**src/hw/timer_pkg.sv**
```systemverilog
/*
  Shared constants for the dual 8-bit timer and capture control block:
  register indices, field positions, reset values and timing counts.
  Assumes a 32-bit Avalon-MM slave with byte addresses, one word per
  register, byte address equal to four times the register index.
*/
package timer_pkg;
  // bus geometry
  localparam int ADDR_W = 8;
  localparam int IDX_LSB = 2;

  // register indices
  localparam logic [5:0] IDX_TIMER_CTRL = 6'h00;
  localparam logic [5:0] IDX_PERIOD0 = 6'h01;
  localparam logic [5:0] IDX_PERIOD1 = 6'h02;
  localparam logic [5:0] IDX_COUNT0 = 6'h03;
  localparam logic [5:0] IDX_COUNT1 = 6'h04;
  localparam logic [5:0] IDX_WRAP_FLAGS = 6'h05;
  localparam logic [5:0] IDX_IRQ_CTRL = 6'h06;
  localparam logic [5:0] IDX_CAP3_LO = 6'h07;
  localparam logic [5:0] IDX_CAP3_HI = 6'h08;
  localparam logic [5:0] IDX_CAP4_LO = 6'h09;
  localparam logic [5:0] IDX_CAP4_HI = 6'h0a;
  localparam logic [5:0] IDX_PORT_G = 6'h0b;
  localparam logic [5:0] IDX_CAP_PWM3 = 6'h16;

  // timer control fields
  localparam int TC_CS_LSB = 0;
  localparam int TC_RUN_LSB = 2;
  localparam int TC_JOIN = 4;
  localparam logic [4:0] TC_RESET = 5'h00;

  // interrupt control fields
  localparam int IC_IE_LSB = 0;
  localparam int IC_PERIPHERAL_IRQ_ENABLE = 2;
  localparam int IC_GLOBAL_IRQ_DISABLE = 3;
  localparam logic [3:0] IC_RESET = 4'h8;

  // capture / third pulse control fields
  localparam int CP_PWM3 = 0;
  localparam int CP_MODE3_LSB = 1;
  localparam int CP_OVR3 = 5;
  localparam int CP_OVR4 = 6;
  localparam logic [4:0] CP_RESET = 5'h00;

  // port g fields
  localparam int PG_DIR = 0;
  localparam int PG_DATA = 1;
  localparam int PG_PIN = 2;
  localparam logic [1:0] PG_RESET = 2'h1;

  // instruction cycle is core clock divided by four
  localparam int OSC_PER_CYC = 4;
  localparam logic [1:0] CYC_LAST = 2'(OSC_PER_CYC - 1);

  // rising-edge prescale terminal counts
  localparam logic [3:0] PRESC_4 = 4'h3;
  localparam logic [3:0] PRESC_16 = 4'hf;

  typedef enum logic [1:0] {
    EDGE_FALL, EDGE_RISE, EDGE_RISE4, EDGE_RISE16
  } edge_mode_t;

  typedef enum logic {BUS_IDLE, BUS_ANSWER} bus_state_t;
endpackage

```
**src/hw/count_if.sv**
```systemverilog
/*
  Carrier between the register block and one 8-bit period counter.
  Assumes both ends run on the same core clock.
*/
`timescale 1ns/10ps
interface count_if;
  logic tick;
  logic run;
  logic [7:0] period;
  logic [7:0] count;
  logic wrap;
  modport ctrl (output tick, output run, output period,
                input count, input wrap);
  modport cnt (input tick, input run, input period,
               output count, output wrap);
endinterface

```
**src/hw/period_counter.sv**
```systemverilog
/*
  One 8-bit up counter that wraps to zero after matching its period.
  Assumes tick is a one-cycle enable from the core clock domain.
*/
`timescale 1ns/10ps
module period_counter import timer_pkg::*; (
  input wire logic core_clk,
  input wire logic nrst,
  count_if.cnt cif
);
  typedef struct packed {
    logic [7:0] count;
    logic wrap;
  } cnt_state_t;

  cnt_state_t st;
  cnt_state_t next_st;

  ////////////////////////////////////////////////////////////////////
  // count, match and wrap
  always_comb begin
    next_st = st;
    next_st.wrap = 1'b0;
    // stopped counter
    if (cif.tick && cif.run) begin
      // wrap after match
      if (st.count == cif.period) begin
        next_st.count = 8'h00;
        next_st.wrap = 1'b1;
      end else begin
        next_st.count = st.count + 8'h01;
      end
    end
  end

  always_ff @(posedge core_clk or negedge nrst) begin
    if (!nrst) begin
      st <= '0;
    end else begin
      st <= next_st;
    end
  end

  assign cif.count = st.count;
  assign cif.wrap = st.wrap;
endmodule

```
**src/hw/timer_ctrl.sv**
```systemverilog
/*
  Dual 8-bit period timers with capture overrun status and third
  pulse output pin control, behind an Avalon-MM slave with waitrequest.
  Assumes pins arrive asynchronously, capture_time_base and pulse_wave
  come from logic on core_clk, and the core clock is the oscillator.
*/
// The Avalon-MM register port was decided locally.
// Overview of operation
// A capture arriving before the prior value is read sets overrun.
// After overrun the oldest value stays until both bytes are read.
// Edge mode picks falling, rising, 4th rising or 16th rising edge.
// Channel four mode sits in bits 4-3, channel three in bits 2-1.
// With the pulse enable set the pin is driven regardless of dir.
// Bit 7 of the capture/pulse control register always reads zero.
// With the join bit clear the timers run as two 8-bit counters.
// Each timer chooses its clock source on its own.
// Select clear counts instruction cycles, set counts pin falls.
// A timer counts from zero to its period then returns to zero.
// Each timer latches its own flag when it wraps to zero.
// The interrupt needs enable, peripheral enable and no disable.
// A timer counts only while its run bit is set.
// The external clock is synchronised before it is counted.
// Synchroniser then falling-edge detect gives a count enable.
`timescale 1ns/10ps
module timer_ctrl import timer_pkg::*; (
  input wire logic core_clk,
  input wire logic nrst,
  input wire logic [ADDR_W-1:0] address,
  input wire logic read,
  input wire logic write,
  input wire logic [31:0] writedata,
  input wire logic [3:0] byteenable,
  output logic [31:0] readdata,
  output logic waitrequest,
  input wire logic shared_timer_clock_pin,
  input wire logic capture_three_pin,
  input wire logic capture_four_pin,
  input wire logic [15:0] capture_time_base,
  input wire logic pulse_wave,
  input wire logic third_pulse_out_pin_in,
  output logic third_pulse_out_pin_out,
  output logic third_pulse_out_pin_oe,
  output logic timer_irq
);
  // channel index 0 is capture three, 1 is capture four
  typedef struct packed {
    bus_state_t bus;
    logic waitrequest;
    logic [31:0] readdata;
    logic [4:0] timer_ctrl;
    logic [1:0][7:0] period;
    logic [1:0] wrap_flag;
    logic [3:0] irq_ctrl;
    logic [4:0] cp_ctrl;
    logic [1:0] port_g;
    logic [1:0] cyc_div;
    logic cyc_tick;
    logic [3:0] sync1;
    logic [3:0] sync2;
    logic [3:0] sync3;
    logic [3:0] level;
    logic ext_fall;
    logic [1:0][3:0] presc;
    logic [1:0][15:0] cap_val;
    logic [1:0] cap_full;
    logic [1:0] cap_ovr;
    logic [1:0] rd_lo;
    logic [1:0] rd_hi;
    logic irq;
    logic pin_out;
    logic pin_oe;
  } ctrl_state_t;

  ctrl_state_t st;
  ctrl_state_t next_st;

  logic [3:0] agree;
  logic [3:0] fall;
  logic [3:0] rise;
  logic [5:0] idx;
  logic take;
  logic wr_lo;
  logic [7:0] rbyte;
  logic [1:0] mode;
  logic [1:0] cap_hit;
  logic [1:0] compl;
  logic [1:0] ovr_cause;
  logic irq_cond;
  logic [1:0][7:0] cnt;
  logic [1:0] wrap;
  logic [1:0] tick;

  ////////////////////////////////////////////////////////////////////
  // two period counters, one per timer
  count_if cif[2] ();

  for (genvar i = 0; i < 2; i++) begin : g_tmr
    // separate counters
    // per-timer source
    // cycle or pin clock
    assign tick[i] = ~st.timer_ctrl[TC_JOIN] &
      (st.timer_ctrl[TC_CS_LSB + i] ? st.ext_fall : st.cyc_tick);
    assign cif[i].tick = tick[i];
    // run gates counting
    assign cif[i].run = st.timer_ctrl[TC_RUN_LSB + i];
    assign cif[i].period = st.period[i];
    assign cnt[i] = cif[i].count;
    assign wrap[i] = cif[i].wrap;
    period_counter u_cnt (
      .core_clk(core_clk),
      .nrst(nrst),
      .cif(cif[i])
    );
  end

  ////////////////////////////////////////////////////////////////////
  // read data selection from current state
  always_comb begin
    rbyte = 8'h00;
    case (idx)
      IDX_TIMER_CTRL: rbyte = {3'h0, st.timer_ctrl};
      IDX_PERIOD0: rbyte = st.period[0];
      IDX_PERIOD1: rbyte = st.period[1];
      IDX_COUNT0: rbyte = cnt[0];
      IDX_COUNT1: rbyte = cnt[1];
      IDX_WRAP_FLAGS: rbyte = {6'h00, st.wrap_flag};
      IDX_IRQ_CTRL: rbyte = {4'h0, st.irq_ctrl};
      IDX_CAP3_LO: rbyte = st.cap_val[0][7:0];
      IDX_CAP3_HI: rbyte = st.cap_val[0][15:8];
      IDX_CAP4_LO: rbyte = st.cap_val[1][7:0];
      IDX_CAP4_HI: rbyte = st.cap_val[1][15:8];
      IDX_PORT_G: rbyte = {5'h00, st.level[3], st.port_g};
      // top bit reads zero
      IDX_CAP_PWM3: rbyte = {1'b0, st.cap_ovr[1], st.cap_ovr[0],
                             st.cp_ctrl};
      default: rbyte = 8'h00;
    endcase
  end

  ////////////////////////////////////////////////////////////////////
  // next-state logic
  always_comb begin
    next_st = st;
    idx = address[IDX_LSB +: 6];
    // a request takes effect only at the edge waitrequest is low
    take = (st.bus == BUS_ANSWER) && (read || write);
    wr_lo = take && write && byteenable[0];
    agree = 4'h0;
    fall = 4'h0;
    rise = 4'h0;
    mode = 2'h0;
    cap_hit = 2'h0;
    compl = 2'h0;
    ovr_cause = 2'h0;
    irq_cond = 1'b0;

    // bus handshake: one wait cycle, then one answer cycle
    case (st.bus)
      BUS_IDLE: begin
        if (read || write) begin
          next_st.bus = BUS_ANSWER;
          next_st.waitrequest = 1'b0;
          next_st.readdata = read ? {24'h000000, rbyte} : 32'h0;
        end
      end
      BUS_ANSWER: begin
        next_st.bus = BUS_IDLE;
        next_st.waitrequest = 1'b1;
      end
      default: begin
        next_st.bus = BUS_IDLE;
        next_st.waitrequest = 1'b1;
      end
    endcase

    // register writes; unmapped indices are ignored
    if (wr_lo) begin
      case (idx)
        IDX_TIMER_CTRL: next_st.timer_ctrl = writedata[4:0];
        IDX_PERIOD0: next_st.period[0] = writedata[7:0];
        IDX_PERIOD1: next_st.period[1] = writedata[7:0];
        IDX_IRQ_CTRL: next_st.irq_ctrl = writedata[3:0];
        IDX_PORT_G: next_st.port_g = writedata[1:0];
        IDX_CAP_PWM3: begin
          // both mode fields writable
          next_st.cp_ctrl = writedata[4:0];
          // restart prescalers so a new mode starts clean
          next_st.presc = '0;
        end
        default: next_st.port_g = st.port_g;
      endcase
    end

    // flags set on wrap, write one clears, set wins
    next_st.wrap_flag = st.wrap_flag & ~((wr_lo &&
      idx == IDX_WRAP_FLAGS) ? writedata[1:0] : 2'h0);
    next_st.wrap_flag = next_st.wrap_flag | wrap;

    // capture byte reads, tracked only while a value is unread
    if (take && read) begin
      if (idx == IDX_CAP3_LO) next_st.rd_lo[0] = st.cap_full[0];
      if (idx == IDX_CAP3_HI) next_st.rd_hi[0] = st.cap_full[0];
      if (idx == IDX_CAP4_LO) next_st.rd_lo[1] = st.cap_full[1];
      if (idx == IDX_CAP4_HI) next_st.rd_hi[1] = st.cap_full[1];
    end

    // instruction-cycle enable, core clock divided by four
    next_st.cyc_div = st.cyc_div + 2'h1;
    next_st.cyc_tick = (st.cyc_div == CYC_LAST);

    // three-stage pin synchroniser
    next_st.sync1 = {third_pulse_out_pin_in, capture_four_pin,
                     capture_three_pin, shared_timer_clock_pin};
    next_st.sync2 = st.sync1;
    next_st.sync3 = st.sync2;
    // a level change counts once stages two and three agree
    agree = ~(st.sync2 ^ st.sync3);
    next_st.level = (st.level & ~agree) | (st.sync3 & agree);
    fall = st.level & ~st.sync3 & agree;
    rise = ~st.level & st.sync3 & agree;
    // falling edge gives one-cycle count enable
    next_st.ext_fall = fall[0];

    for (int c = 0; c < 2; c++) begin
      mode = st.cp_ctrl[CP_MODE3_LSB + 2 * c +: 2];
      // edge selection
      case (mode)
        EDGE_FALL: cap_hit[c] = fall[c + 1];
        EDGE_RISE: cap_hit[c] = rise[c + 1];
        EDGE_RISE4: begin
          if (rise[c + 1]) begin
            cap_hit[c] = (st.presc[c] >= PRESC_4);
            next_st.presc[c] = cap_hit[c] ? 4'h0 :
                               st.presc[c] + 4'h1;
          end
        end
        EDGE_RISE16: begin
          if (rise[c + 1]) begin
            cap_hit[c] = (st.presc[c] == PRESC_16);
            next_st.presc[c] = st.presc[c] + 4'h1;
          end
        end
        default: cap_hit[c] = 1'b0;
      endcase

      // both bytes read releases the pair
      compl[c] = next_st.rd_lo[c] && next_st.rd_hi[c];
      if (compl[c]) begin
        next_st.cap_full[c] = 1'b0;
        next_st.cap_ovr[c] = 1'b0;
        next_st.rd_lo[c] = 1'b0;
        next_st.rd_hi[c] = 1'b0;
      end

      ovr_cause[c] = cap_hit[c] && st.cap_full[c] && !compl[c];
      if (ovr_cause[c]) begin
        // unread value overrun
        // oldest value kept
        next_st.cap_ovr[c] = 1'b1;
      end else if (cap_hit[c]) begin
        next_st.cap_val[c] = capture_time_base;
        next_st.cap_full[c] = 1'b1;
      end
    end

    // three-way interrupt gate
    irq_cond = |(st.wrap_flag & st.irq_ctrl[IC_IE_LSB +: 2]) &&
               st.irq_ctrl[IC_PERIPHERAL_IRQ_ENABLE] && !st.irq_ctrl[IC_GLOBAL_IRQ_DISABLE];
    next_st.irq = irq_cond;

    // pulse enable overrides direction
    next_st.pin_oe = st.cp_ctrl[CP_PWM3] || !st.port_g[PG_DIR];
    next_st.pin_out = st.cp_ctrl[CP_PWM3] ? pulse_wave :
                      st.port_g[PG_DATA];
  end

  ////////////////////////////////////////////////////////////////////
  // state register; pin defaults to input, global disable set
  always_ff @(posedge core_clk or negedge nrst) begin
    if (!nrst) begin
      st <= '0;
      st.bus <= BUS_IDLE;
      st.waitrequest <= 1'b1;
      st.timer_ctrl <= TC_RESET;
      st.irq_ctrl <= IC_RESET;
      st.cp_ctrl <= CP_RESET;
      st.port_g <= PG_RESET;
    end else begin
      st <= next_st;
    end
  end

  // every output straight from the state register
  assign readdata = st.readdata;
  assign waitrequest = st.waitrequest;
  assign timer_irq = st.irq;
  assign third_pulse_out_pin_out = st.pin_out;
  assign third_pulse_out_pin_oe = st.pin_oe;

  logic wr_cp;
  assign wr_cp = wr_lo && idx == IDX_CAP_PWM3;
endmodule

```
**config.mk**
```make
export PLATFORM = sky130hd
export DESIGN_NAME = timer_ctrl
export DESIGN_NICKNAME = d
export VERILOG_FILES = /design/src/hw/timer_pkg.sv /design/src/hw/count_if.sv /design/src/hw/period_counter.sv /design/src/hw/timer_ctrl.sv
export SDC_FILE = /design/constraint.sdc
export NUM_CORES = 1
export LEC_CHECK = 0
export BUFFER_PORTS_ARGS = -buffer_cell sky130_fd_sc_hd__buf_4
export CAP_MARGIN = 20
export CORE_ASPECT_RATIO = 0.75
export CORE_MARGIN = 1.5
export CORE_UTILIZATION = 52
export CTS_CLUSTER_SIZE = 25
export DETAILED_ROUTE_END_ITERATION = 16
export GPL_TIMING_DRIVEN = 0
export MAX_ROUTING_LAYER = met4
export PLACE_DENSITY = 0.74
export SYNTH_ARGS = -nofsm -noshare
export SYNTH_HDL_FRONTEND = slang
export SYNTH_HIERARCHICAL = 1
export SYNTH_SLANG_ARGS = --single-unit
export TNS_END_PERCENT = 10
```
**constraint.sdc**
```tcl
create_clock -name core_clk -period 1.9 [get_ports core_clk]
set_input_delay 0.38 -clock core_clk [delete_from_list [all_inputs] [get_ports core_clk]]
set_output_delay 0.38 -clock core_clk [all_outputs]
set_load 0.05 [all_outputs]
```
==> out/metrics.yaml <==
outcome:
  status: "finished with violations"
  violations: "setup timing"
synth:
  ys.flop_type: "dfrtp_1"
  yosys_register_bits: 133
  synth_warnings: 6
  syn_area_um2: 6750
  ys_async_sr_fraction: 1.00
  syn_area_per_cell_um2: 11.8
  synth_edf_count: 0
  yosysSeqAreaShare: 0.494
  synth_cell_types: 75
  syn_inst: 571
placed_design:
  gp_congestion: 0.935
  placed_cells: 813
  io_buffers: 51
  detailed_place_hpwl_mm: 12.4
grt:
  grt_busiest_layer: "met2"
  grt-ovfl-total: 0
  gr-usage-met2: 0.409
  use_met3: 0.0691
  grt_pass1_vias: 4950
  gr-usage-met1: 0.355
  track_usage: 0.271
  antenna_found_initial: 0
  grt_max_degree: 83
  grt_pass1_wl_mm: 26.6
timing:
  period_needed_ns: 2.02
  final_hold_viol_count: 0
  fin_skew_ns: 0.00883
  worst_slack_ns: -0.124
  rsz0062_at_grt: "yes"
  finalMaxSlewViolations: 0
  finalSetupViolCount: 30
  max_freq_mhz: 494
  post-route-period-util: 1.07
  setup_tns_ns: -2.35
  worst_pin_slew_ns: 0.900
  maxSlewHeadroom: 0.392
setup_path:
  crit_type: "reg2reg"
  worstPathArrival_ns: 2.33
  critPathLaunchType: "register"
  path_cells: "ha_4 > and2_4 > o221ai_2 > a211o_1 > a21oi_4 > buf_12 > clkbuf_16 > mux2_4"
  critical_path.max_fanout: 7
  r2r_cells: 8
  slowest_delay_ns: 0.40
  cp.required_ns: 2.20
  end_kind: "register"
  crit_path_top_delay_cell: "dfrtp_2"
route:
  viasPerCell: 5.81
  routed_wl_mm: 17.0
  ant_nets: 0
  first_pass_iters: 5
  wl_per_cell_um: 19.7
  via_count: 5005
  drt-initial-drc-count: 423
  drc: 0
power_and_ir_drop:
  p_leak_nw: 3.82
  peakVddDrop_uv: 758
  p_per_area_nw_per_um2: 891
clocking:
  clkLatencyLatePin_ns: 0.42
  htreeDepth: 4
  cts_root_buffer: "clkbuf_16"
  clkSinkCount: 133
  cts_buffer_depth: 2
  cts_tree: "built"
  cts_buffers: 17
  clk_pin_slew_worst_paths_ns: 0.06
finish:
  num_antenna_cells: 0
  final_cell_mix: "128 x dfrtp_1, 97 x buf_4, 49 x nand2_1"
  fin_cells: 862
  final_nets: 758
  drive_above_1_share: 0.356
  fin_util: 0.669
  area.growth.synth_to_final_pct: 23.7
  layout_commonest_cell: "dfrtp_1"
die:
  fp.coreArea_um2: 12500
  boundaryPins: 105
  die-height_um: 102
  dieWidth_um: 135
  start_util: 0.541
  dieArea_um2: 13700
  row_count: 35
hold_path:
  hold_class: "in2reg"
  min_path_cells: 1
job:
  max_cap_viol_count: 0
==> cells by family (layout without fill, tap and decap cells) <==
family	Yosys count	after routing	synth area share
muxes	86	86	0.151
buffers and inverters	56	158	0.0551
adders and majority gates	9	9	0.0152
DFF	133	133	0.494
xor gates and xnor gates	23	23	0.0321
AOI/OAI and AO/OA	97	97	0.103
other	1	24	0.000556
and+or+nand+nor	166	166	0.149
==> cell usage after synthesis, types with 6 or more instances <==
master / n / area share
inv_1: 8 / 0.0045
a21oi_1: 9 / 0.0067
nor2b_1: 8 / 0.0074
o21ai_1: 11 / 0.0082
mux2i_1: 19 / 0.028
a22o_1: 7 / 0.0091
a22oi_1: 13 / 0.014
buf_4: 32 / 0.036
dfrtp_1: 130 / 0.48
o21ai_0: 22 / 0.016
mux2_4: 20 / 0.045
nand2_1: 51 / 0.028
nand3_1: 12 / 0.0089
a32oi_1: 6 / 0.0078
and3_1: 6 / 0.0056
xnor2_1: 18 / 0.023
mux2_2: 45 / 0.075
nor2_1: 22 / 0.012
clkbuf_1: 8 / 0.0045
nor3_1: 15 / 0.011
==> critical path: cells and delay by family, from the launching register on <==
| family | cells | cell delay [ns] |
|---|---|---|
| AOI/OAI and AO/OA | 3 | 0.59 |
| DFF | 1 | 0.40 |
| buffers and inverters | 2 | 0.31 |
| muxes | 1 | 0.29 |
| adders and majority gates | 1 | 0.16 |
| and+or+nand+nor | 1 | 0.14 |
==> registers in the layout, indices dropped and copies added, names as in the netlist, named ones only <==
register,cells
timer_irq,1
g_tmr.u_cnt/cif.count,16
readdata,8
next_st,8
mode,2
cif.period,16
g_tmr.u_cnt/cif.wrap,2
st,71
waitrequest,1
third_pulse_out_pin_oe,1
cif.run,2
third_pulse_out_pin_out,1
==> final cells by class <==
type	count	area, µm²
Buffer	47	354
Clock buffer	23	478
Clock inverter	8	124
Fill cell	958	4140
Inverter	8	30.0
Multi-Input combinational cell	405	3210
Sequential cell	133	3330
Tap cell	166	208
Timing Repair Buffer	72	603
==> report_power, final <==
group	leakage (nW)	switching [mW]	internal (mW)
Sequential	1.71	0.172	3.00
Combinational	1.83	0.507	0.392
Clock	0.289	1.21	2.16
==> per-stage QoR <==
step / total power, mW / instance area [µm²] / hold WS [ns] / worst slack, ns
final: 7.44 / 8350 / 0.0609 / -0.124
after global routing: 7.70 / 8350 / 0.0534 / -0.169
after CTS: 7.43 / 8260 / 0.0546 / -0.144
after detailed placement: 4.02 / 7480 / 0.338 / -0.981
after global placement: 3.97 / 7440 / 0.333 / -0.941
after floorplan: 3.71 / 6850 / 0.0844 / -0.253
==> per-layer routing <==
metal | part of all wire | vias to the layer above
li1 | - | 2251
met1 | 0.44 | 2527
met2 | 0.46 | 196
met3 | 0.076 | 31
met4 | 0.021 | 0
met5 | 0 | -
==> final timing paths <==
kind                                        start     endpoint  slack, ns
setup / recovery                           st[47]       st[34]      -0.12
hold / removal             third_pulse_out_pin_in  next_st[63]       0.06
setup reg to reg                           st[47]       st[34]      -0.12
hold reg to reg                       next_st[63]  next_st[59]       0.35
max in group asynchronous                    nrst       st[81]       0.64
min in group asynchronous                    nrst       st[46]       0.48
==> repair_timing <==
action,in CTS,in global routing
pin swaps,6,3
endpoints found under the setup margin,55,45
hold buffers,1,0
hold endpoints to repair,51,0
gates cloned,0,1
buffers inserted,13,4
gates resized for setup,12,9
Note: power is estimated with default switching activity, not from simulation.
